File: src/verilog/sfp_defines.svh
// Timing, threshold and field constants for the source fault protection manager.
`ifndef SFP_DEFINES_SVH
`define SFP_DEFINES_SVH
`define SFP_CLK_MHZ          200
`define SFP_OV_DEB_US        10
`define SFP_UV_DEB_US        10
`define SFP_OV_BLANK_US      100
`define SFP_UV_BLANK_US      100
`define SFP_TEMP_DEB_US      100
`define SFP_RESTART_MS       2000
`define SFP_OV_DEB_CYC       (`SFP_OV_DEB_US * `SFP_CLK_MHZ)
`define SFP_UV_DEB_CYC       (`SFP_UV_DEB_US * `SFP_CLK_MHZ)
`define SFP_OV_BLANK_CYC     (`SFP_OV_BLANK_US * `SFP_CLK_MHZ)
`define SFP_UV_BLANK_CYC     (`SFP_UV_BLANK_US * `SFP_CLK_MHZ)
`define SFP_TEMP_DEB_CYC     (`SFP_TEMP_DEB_US * `SFP_CLK_MHZ)
`define SFP_RESTART_CYC      (`SFP_RESTART_MS * 1000 * `SFP_CLK_MHZ)
`define SFP_OV_PCT           120
`define SFP_UV_PCT           65
`define SFP_OC_PCT           120
`define SFP_PCT_FULL         100
`define SFP_VOLT_DIV         10
`define SFP_TEMP_WARN_C      10'h064
`define SFP_TEMP_OT_C        10'h06E
`define SFP_START_MV         16'h1388
`define SFP_CNT_W            40
`endif

File: src/verilog/sfp_pkg.sv
// Types for the source fault protection manager.
package sfp_pkg;
  typedef enum logic [2:0] {
    SFP_RUN     = 3'b001,
    SFP_FAULT   = 3'b010,
    SFP_RESTART = 3'b100
  } sfp_state_t;
endpackage : sfp_pkg

File: src/verilog/sfp_manager.sv
// Fault supervision and shutdown sequencing for a USB PD source output.
`timescale 1ns/10ps
`include "sfp_defines.svh"

// Summary of operation
// - Voltage sample is VBUS divided by ten
// - Fault drops CC pull-up, opens switch
// - After clear, wait restart at 5V target, reattach at reqVoltMv
// - Over-voltage above 120% for debounce time
// - Restart timer starts when over-voltage clears
// - Over-voltage ignored during blanking after change
// - Under-voltage below 65% for debounce time
// - Under-voltage never requests an Alert
// - Ratio under-voltage ignored during blanking after change
// - Ratio under-voltage off in PPS contracts
// - Absolute floor under-voltage in every contract
// - Floor fault latched until below release level
// - Fixed contracts trip at 120% current
// - Overcurrent Alert after contract, history flag kept
// - PPS uses current limiting, no overcurrent trip
// - Alert on CL/CV mode transitions only while running in a PPS contract
// - PPS status: mode flag, voltage, current
// - Thermistor temperature reported in status
// - Temperature warning Alert, no fault
// - Over-temperature takes common shutdown path
// - Over-temperature Alert after contract restored
// - Cable power overcurrent: VCONN off, 3A caps
module sfp_manager #(
  parameter logic [`SFP_CNT_W-1:0] RESTART_CYCLES = `SFP_CNT_W'(`SFP_RESTART_CYC),
  parameter logic [`SFP_CNT_W-1:0] OV_BLANK_CYCLES = `SFP_CNT_W'(`SFP_OV_BLANK_CYC),
  parameter logic [`SFP_CNT_W-1:0] UV_BLANK_CYCLES = `SFP_CNT_W'(`SFP_UV_BLANK_CYC)
) (
  // Clock and reset
  input  wire logic        clk,
  input  wire logic        srst,
  // Measurements, millivolts of divided output, milliamps, degrees C
  input  wire logic [15:0] outVoltDivMv,
  input  wire logic [15:0] loadCurrentMa,
  input  wire logic [9:0]  thermTempC,
  input  wire logic        thermPresent,
  // Contract from policy logic
  input  wire logic [15:0] reqVoltMv,
  input  wire logic [15:0] reqCurrentMa,
  input  wire logic        ppsContract,
  input  wire logic        voltChangeStb,
  input  wire logic        explicitContract,
  input  wire logic        alertTaken,
  // Thresholds in divided millivolts
  input  wire logic [15:0] floorThreshMv,
  input  wire logic [15:0] latchReleaseMv,
  // Asynchronous comparator pins
  input  wire logic        cableOcPin,
  input  wire logic        currentLimitPin,
  // Power path controls
  output logic             ccPullupEn,
  output logic             vbusSwitchEn,
  output logic             vconnEn,
  output logic             cableLimited3A,
  output logic [15:0]      targetVoltMv,
  output logic             ccLimitMode,
  // Status and Alert content
  output logic             alertReq,
  output logic             alertOcp,
  output logic             alertOtp,
  output logic             alertTempWarn,
  output logic             alertModeChange,
  output logic             ocpHistory,
  output logic [15:0]      statusVoltMv,
  output logic [15:0]      statusCurrentMa,
  output logic [9:0]       statusTempC,
  output logic             outputOvervoltageFault,
  output logic             outputUndervoltageFault,
  output logic             overTempFault
);

  // ----------------------------------------------------------------
  // Pin synchronisers
  // ----------------------------------------------------------------
  logic [2:0] cableOcSync;
  logic [2:0] limitSync;
  logic       cableOc;
  logic       limitLevel;
  always_ff @(posedge clk) begin
    if (srst) begin
      cableOcSync <= 3'h0;
      limitSync   <= 3'h0;
      cableOc     <= 1'b0;
      limitLevel  <= 1'b0;
    end else begin
      cableOcSync <= {cableOcSync[1:0], cableOcPin};
      limitSync   <= {limitSync[1:0], currentLimitPin};
      if (cableOcSync[1] == cableOcSync[2]) cableOc <= cableOcSync[2];
      if (limitSync[1] == limitSync[2]) limitLevel <= limitSync[2];
    end
  end

  // ----------------------------------------------------------------
  // Raw comparisons
  // ----------------------------------------------------------------
  // Products are widened so the percentage scaling cannot overflow.
  // With the switch open the output reads zero, so the low-side checks are
  // gated by the switch; otherwise a shutdown would hold itself forever.
  logic [31:0] measScaled;
  logic [31:0] curScaled;
  logic        ovRaw;
  logic        uvRatioRaw;
  logic        floorRaw;
  logic        ocRaw;
  assign measScaled = 32'(outVoltDivMv) * 32'(`SFP_VOLT_DIV) * 32'(`SFP_PCT_FULL);
  assign curScaled  = 32'(loadCurrentMa) * 32'(`SFP_PCT_FULL);
  assign ovRaw      = measScaled > 32'(reqVoltMv) * 32'(`SFP_OV_PCT);
  assign uvRatioRaw = !ppsContract && vbusSwitchEn &&
                      measScaled < 32'(reqVoltMv) * 32'(`SFP_UV_PCT);
  assign floorRaw   = vbusSwitchEn && outVoltDivMv < floorThreshMv;
  assign ocRaw      = !ppsContract &&
                      curScaled > 32'(reqCurrentMa) * 32'(`SFP_OC_PCT);

  // ----------------------------------------------------------------
  // Blanking after a commanded voltage change
  // ----------------------------------------------------------------
  logic [`SFP_CNT_W-1:0] ovBlankCnt;
  logic [`SFP_CNT_W-1:0] uvBlankCnt;
  always_ff @(posedge clk) begin
    if (srst) begin
      ovBlankCnt <= '0;
      uvBlankCnt <= '0;
    end else if (voltChangeStb) begin
      ovBlankCnt <= OV_BLANK_CYCLES;
      uvBlankCnt <= UV_BLANK_CYCLES;
    end else begin
      if (ovBlankCnt != '0) ovBlankCnt <= ovBlankCnt - 1'b1;
      if (uvBlankCnt != '0) uvBlankCnt <= uvBlankCnt - 1'b1;
    end
  end

  // ----------------------------------------------------------------
  // Debounce counters
  // ----------------------------------------------------------------
  logic [`SFP_CNT_W-1:0] ovCnt;
  logic [`SFP_CNT_W-1:0] uvCnt;
  logic [`SFP_CNT_W-1:0] warnCnt;
  logic [`SFP_CNT_W-1:0] otCnt;
  logic ovCond;
  logic uvCond;
  logic warnCond;
  logic otCond;
  logic ovQual;
  logic uvQual;
  logic warnQual;
  logic otQual;
  assign ovCond   = ovRaw && ovBlankCnt == '0;
  assign uvCond   = uvRatioRaw && uvBlankCnt == '0;
  assign warnCond = thermPresent && thermTempC > `SFP_TEMP_WARN_C;
  assign otCond   = thermPresent && thermTempC > `SFP_TEMP_OT_C;
  assign ovQual   = ovCnt >= `SFP_CNT_W'(`SFP_OV_DEB_CYC);
  assign uvQual   = uvCnt >= `SFP_CNT_W'(`SFP_UV_DEB_CYC);
  assign warnQual = warnCnt >= `SFP_CNT_W'(`SFP_TEMP_DEB_CYC);
  assign otQual   = otCnt >= `SFP_CNT_W'(`SFP_TEMP_DEB_CYC);
  always_ff @(posedge clk) begin
    if (srst) begin
      ovCnt   <= '0;
      uvCnt   <= '0;
      warnCnt <= '0;
      otCnt   <= '0;
    end else begin
      ovCnt   <= !ovCond ? '0 : (ovQual ? ovCnt : ovCnt + 1'b1);
      uvCnt   <= !uvCond ? '0 : (uvQual ? uvCnt : uvCnt + 1'b1);
      warnCnt <= !warnCond ? '0 : (warnQual ? warnCnt : warnCnt + 1'b1);
      otCnt   <= !otCond ? '0 : (otQual ? otCnt : otCnt + 1'b1);
    end
  end

  // ----------------------------------------------------------------
  // Floor latch
  // ----------------------------------------------------------------
  logic floorLatched;
  always_ff @(posedge clk) begin
    if (srst) floorLatched <= 1'b0;
    else if (floorRaw && !floorLatched) floorLatched <= 1'b1;
    else if (outVoltDivMv < latchReleaseMv) floorLatched <= 1'b0;
  end

  // ----------------------------------------------------------------
  // Fault sequencer
  // ----------------------------------------------------------------
  logic anyFault;
  logic faultActive;
  assign anyFault    = ovQual || uvQual || floorRaw || ocRaw || otQual;
  assign faultActive = anyFault || floorLatched;

  sfp_pkg::sfp_state_t   state;
  logic [`SFP_CNT_W-1:0] restartCnt;
  always_ff @(posedge clk) begin
    if (srst) begin
      state      <= sfp_pkg::SFP_RUN;
      restartCnt <= '0;
    end else begin
      case (state)
        sfp_pkg::SFP_RUN: begin
          if (anyFault) state <= sfp_pkg::SFP_FAULT;
        end
        sfp_pkg::SFP_FAULT: begin
          if (!faultActive) begin
            state      <= sfp_pkg::SFP_RESTART;
            restartCnt <= RESTART_CYCLES;
          end
        end
        sfp_pkg::SFP_RESTART: begin
          if (faultActive) state <= sfp_pkg::SFP_FAULT;
          else if (restartCnt <= `SFP_CNT_W'(1)) state <= sfp_pkg::SFP_RUN;
          else restartCnt <= restartCnt - 1'b1;
        end
        default: state <= sfp_pkg::SFP_RUN;
      endcase
    end
  end

  // ----------------------------------------------------------------
  // Power path and cable power
  // ----------------------------------------------------------------
  // The target voltage returns to the start level on every shutdown and takes reqVoltMv again on reattach.
  always_ff @(posedge clk) begin
    if (srst) begin
      ccPullupEn   <= 1'b1;
      vbusSwitchEn <= 1'b1;
      targetVoltMv <= `SFP_START_MV;
    end else begin
      ccPullupEn   <= state == sfp_pkg::SFP_RUN && !anyFault;
      vbusSwitchEn <= state == sfp_pkg::SFP_RUN && !anyFault;
      targetVoltMv <= (state == sfp_pkg::SFP_RUN && !anyFault) ? reqVoltMv
                      : `SFP_START_MV;
    end
  end

  always_ff @(posedge clk) begin
    if (srst) begin
      vconnEn        <= 1'b1;
      cableLimited3A <= 1'b0;
    end else if (cableOc) begin
      vconnEn        <= 1'b0;
      cableLimited3A <= 1'b1;
    end
  end

  // ----------------------------------------------------------------
  // Alert requests and status content
  // ----------------------------------------------------------------
  // A pending event is consumed once its Alert flag is up, so one take clears it;
  // a new event arriving with alertTaken wins. Under-voltage never sets an Alert.
  logic ocpPend;
  logic otpPend;
  logic modePrev;
  logic modeEdge;
  logic warnPrev;
  assign modeEdge = ppsContract && state == sfp_pkg::SFP_RUN && limitLevel != modePrev;
  always_ff @(posedge clk) begin
    if (srst) begin
      ocpPend         <= 1'b0;
      otpPend         <= 1'b0;
      ocpHistory      <= 1'b0;
      modePrev        <= 1'b0;
      warnPrev        <= 1'b0;
      alertOcp        <= 1'b0;
      alertOtp        <= 1'b0;
      alertTempWarn   <= 1'b0;
      alertModeChange <= 1'b0;
    end else begin
      modePrev <= limitLevel;
      warnPrev <= warnQual;
      if (ocRaw) ocpHistory <= 1'b1;
      if (ocRaw) ocpPend <= 1'b1;
      else if (alertOcp) ocpPend <= 1'b0;
      if (otQual) otpPend <= 1'b1;
      else if (alertOtp) otpPend <= 1'b0;
      if (ocpPend && explicitContract && state == sfp_pkg::SFP_RUN) alertOcp <= 1'b1;
      else if (alertTaken) alertOcp <= 1'b0;
      if (otpPend && explicitContract && state == sfp_pkg::SFP_RUN) alertOtp <= 1'b1;
      else if (alertTaken) alertOtp <= 1'b0;
      if (warnQual && !warnPrev) alertTempWarn <= 1'b1;
      else if (alertTaken) alertTempWarn <= 1'b0;
      if (modeEdge) alertModeChange <= 1'b1;
      else if (alertTaken) alertModeChange <= 1'b0;
    end
  end
  assign alertReq = alertOcp || alertOtp || alertTempWarn || alertModeChange;

  always_ff @(posedge clk) begin
    if (srst) begin
      ccLimitMode             <= 1'b0;
      statusVoltMv            <= 16'h0000;
      statusCurrentMa         <= 16'h0000;
      statusTempC             <= 10'h000;
      outputOvervoltageFault  <= 1'b0;
      outputUndervoltageFault <= 1'b0;
      overTempFault           <= 1'b0;
    end else begin
      ccLimitMode             <= ppsContract && limitLevel;
      statusVoltMv            <= 16'(measScaled / 32'(`SFP_PCT_FULL));
      statusCurrentMa         <= loadCurrentMa;
      statusTempC             <= thermPresent ? thermTempC : 10'h000;
      outputOvervoltageFault  <= ovQual;
      outputUndervoltageFault <= uvQual || floorRaw || floorLatched;
      overTempFault           <= otQual;
    end
  end

endmodule : sfp_manager

File: config.mk
export PLATFORM = sky130hd
export DESIGN_NAME = sfp_manager
export DESIGN_NICKNAME = d
export VERILOG_FILES = /design/src/verilog/sfp_pkg.sv /design/src/verilog/sfp_manager.sv
export VERILOG_INCLUDE_DIRS = /design/src /design/src/verilog
export SDC_FILE = /design/constraint.sdc
export NUM_CORES = 1
export LEC_CHECK = 0
export ABC_CLOCK_PERIOD_IN_PS = 25300
export BUFFER_PORTS_ARGS = -buffer_cell sky130_fd_sc_hd__clkbuf_2
export CORE_ASPECT_RATIO = 0.75
export CORE_MARGIN = 2
export CORE_UTILIZATION = 55
export CTS_CLUSTER_DIAMETER = 40
export DETAILED_ROUTE_END_ITERATION = 12
export HOLD_SLACK_MARGIN = 0.1
export PLACE_DENSITY = 0.81
export SLEW_MARGIN = 10
export SYNTH_ARGS = -nofsm -noshare
export SYNTH_HDL_FRONTEND = slang
export SYNTH_SLANG_ARGS = --single-unit
File: constraint.sdc
create_clock -name clk -period 25.3 [get_ports clk]
set_input_delay 5.06 -clock clk [delete_from_list [all_inputs] [get_ports clk]]
set_output_delay 5.06 -clock clk [all_outputs]
set_load 0.03 [all_outputs]
==> impl_summary.log <==
[metrics] Initial DRC Count: 1,887
[metrics] Mapped Avg Cell Area: 8.548 um2
[metrics] asr flop ratio synth: 0
[metrics] status: finished, final reports clean
[metrics] number of antenna violations at the first check in global routing: 2
[metrics] routability congestion estimate from global placement: 0.9634
[metrics] slew at the pin closest to its max-slew limit: between 1 and 1.5 ns
[metrics] number of cell instances on the worst register-to-register path: 15
[metrics] Critical path buffers and inverters: 5
[metrics] number of warning messages in the yosys log: 0
[metrics] drt first pass iters: 6
[metrics] class of the worst hold path: reg -> reg
[metrics] count of unique library cells instantiated by Yosys: 124
[metrics] top cells by area in the synthesized netlist: sky130_fd_sc_hd__dfxtp_1 26%, sky130_fd_sc_hd__ha_1 14%, sky130_fd_sc_hd__fa_1 5.9%
[metrics] Min Clock Period, post-route: 23.82 ns
[metrics] wire per inst: 15.57 um
[metrics] area of the die: 0.05299 mm2
[metrics] remaining antenna violation count after routing: 0
[metrics] maximum cell stage delay along the critical path: between 0.6 and 0.7 ns
[metrics] total grt overflow: 0
[metrics] Site Rows: 71
[metrics] number of global-route vias before repair: 22,560
[metrics] Longest Clk Path Bufs: 3
[metrics] hold depth: 1
[metrics] category of the critical setup timing path: in -> reg
[metrics] launching element type of the critical path: input port
[metrics] total number of H-tree levels: 2
[metrics] unrepaired setup endpoints after global routing: no
[metrics] CTS tree: built
[metrics] final routed DRC violation total: 0
[metrics] Max-cap violations: 0
[metrics] Synth Flop Type: sky130_fd_sc_hd__dfxtp_1
[metrics] Final TNS setup: 0 ns
[metrics] required time at the endpoint of the critical path: approximately 26 ns
[metrics] Cell Area, Synth: 0.02813 mm2
[metrics] type of element capturing the critical path: flip-flop
[metrics] setup skew after layout: 0.02165 ns
[metrics] buffers added on ports: ~190
[metrics] global-route wire length before repair: 108,400 um
[metrics] sink count of the clock tree: 366
[metrics] clock buffers created by TritonCTS: 46
[metrics] number of max-slew violations in the final report: 0
[metrics] Initial Utilization: 0.5585
[metrics] drt via density: between 5 and 6
[metrics] post-route clock period utilization: 0.9414
[metrics] most common cell after layout, fill and taps aside: sky130_fd_sc_hd__dfxtp_1
[metrics] launch point of the critical path: outVoltDivMv[1]
[metrics] Hold Startpoint: limitSync[0]
[metrics] share of layout cells above drive strength 1: 0.1220
[metrics] register clock-pin slew on the reported worst setup and hold paths: 0.06 ns
[metrics] cell chosen for the clock root: sky130_fd_sc_hd__clkbuf_16
[metrics] sequential area share after synthesis: 0.2605
[metrics] number of primary I/O pins: roughly 190
[metrics] maximum frequency from static timing analysis: 0.04198 GHz
[metrics] total global-route track usage: 0.2417
[metrics] number of enable flip-flop cells after synthesis: 0
[metrics] maximum number of pins on one net before global-route repair: 52
[metrics] post-synth top area share: 0.2605
[metrics] Worst-Skew Late Latency: 0.58 ns
[metrics] Critical Path Slowest Stage Cell: sky130_fd_sc_hd__or4_1
[metrics] number of nets in the layout: about 4,000
[metrics] Placeable Area: 0.05037 mm2
[metrics] most used cells in the layout excluding fill and tap cells: 366 x sky130_fd_sc_hd__dfxtp_1, 317 x sky130_fd_sc_hd__ha_1, 282 x sky130_fd_sc_hd__nor2_1, 247 x sky130_fd_sc_hd__inv_1, 216 x sky130_fd_sc_hd__a21oi_1
[metrics] Die H: 199.9 um
[metrics] post-synthesis cell count: 3,291
[metrics] dpl hpwl: around 49,000 um
[metrics] category of cells accounting for the largest share of critical-path delay: compound AO/OA/AOI/OAI gates
[metrics] number of endpoints failing setup at the final stage: 0
[metrics] cell type with the highest aggregate area in the netlist: sky130_fd_sc_hd__dfxtp_1
[metrics] Total Wirelength: 64,740 um
[metrics] data arrival time of the worst path: 24.31 ns
[metrics] Final Hold Vio Count: 0
[metrics] maximum net fanout on the critical path: 15
[metrics] total stage count of the critical path: 76
[metrics] Max-Slew Margin vs Limit: 0.2491
[metrics] area overhead of the layout relative to synthesis: 11.93%
[metrics] die outline width: 265.2 um
[metrics] vias post-DR: 24,280
[metrics] RR Startpoint: ovCnt[17]
[metrics] Synth Net Count: about 3,800
[metrics] register bit total from synthesis: about 370
-- worst reg2reg max path, delay by kind of cell, from the launching register on --
family                    cells  cell delay [ns]
and+or+nand+nor              13             4.41
DFF                           1             0.31
AOI/OAI and AO/OA             1             0.27
xor gates and xnor gates      1             0.17
-- synth_stat cells (all sizes together) (11+ instances only) --
cell type	n
nor2	287
dfxtp	366
nor2b	42
nand4	43
o211ai	31
o21a	18
o211a	12
buf	30
a31o	12
or4	21
xor2	92
nand3	74
ha	317
and3	48
or3	53
nor4	70
a21oi	221
nand2b	53
a31oi	18
o21bai	22
a21o	50
o31ai	24
and2	128
inv	251
a2111oi	14
nand2	160
o21ai	154
xnor2	148
or2	21
fa	83
mux2i	19
o22ai	14
o2111ai	11
nor3	106
clkbuf	57
a211oi	33
-- timing repair --
action | in CTS | in global routing
endpoints found under the setup margin | 0 | 3
gates resized for setup | 0 | 28
setup buffers | 0 | 4
hold buffers | 0 | 0
-- flip-flops by register name, indices dropped and copies added, names as in the netlist, 3 cells and up --
register and count:
cableOcSync 3, limitSync 3, otCnt 40, ovBlankCnt 40
ovCnt 40, restartCnt 40, state 3, statusCurrentMa 16
statusTempC 10, statusVoltMv 16, targetVoltMv 16, uvBlankCnt 40
uvCnt 40, warnCnt 40
-- area by class of cell --
type	instances	area, um2
clock inverter	32	402.9
inverter	254	953.4
multi-input combinational	2584	19640
sequential	366	7327
tap	657	822.0
fill	4170	18880
timing repair buffer	212	1129
antenna	1	2.502
clock buffer	53	1217
-- path summary, 6_finish.rpt --
path	end	slack (ns)
worst max register to register	restartCnt[37]	20.00
worst min-delay path	limitSync[1]	0.45
worst min register to register	limitSync[1]	0.45
worst max-delay path	statusVoltMv[0]	1.48
-- per-stage QoR --
step	area [um2]	utilization	setup WS, ns	hold slack (ns)	instances
2_1_floorplan	28130	-	3.368	0.4138	3291
6_report	31490	0.6252	1.482	0.4472	4159
4_1_cts	31300	0.6215	0.9487	0.4562	4154
3_3_place_gp	29680	0.5893	0.8365	0.4261	4069
3_5_place_dp	29680	0.5893	0.4310	0.4358	4069
5_1_grt	31490	0.6252	0.01410	0.4660	4159
-- logic make-up (layout without fill, tap and decap cells) --
family                     after synthesis  count (layout)  synth area share
and+or+nand+nor                       1143            1143            0.2140
AOI/OAI and AO/OA                      771             771            0.1909
adders and majority gates              402             402            0.2008
DFF                                    366             366            0.2605
buffers and inverters                  341             551           0.04781
xor gates and xnor gates               240             240           0.07499
muxes                                   28              28           0.01103
other                                    0               1                 0
-- per-layer routing --
metal  GRT usage  share of wire  vias to the layer above  routed length, um
met5           0              0                        -                  0
met4     0.08914          0.035                        0               2256
met3     0.04465          0.065                      137               4190
met2      0.3666           0.42                      710              27210
met1      0.3432           0.48                    11290              31080
li1            -              -                    12150                  -
Power is left out: the tool's default activity adds up to more than one toggle a clock period on the data nets, which glitch-free logic cannot reach.
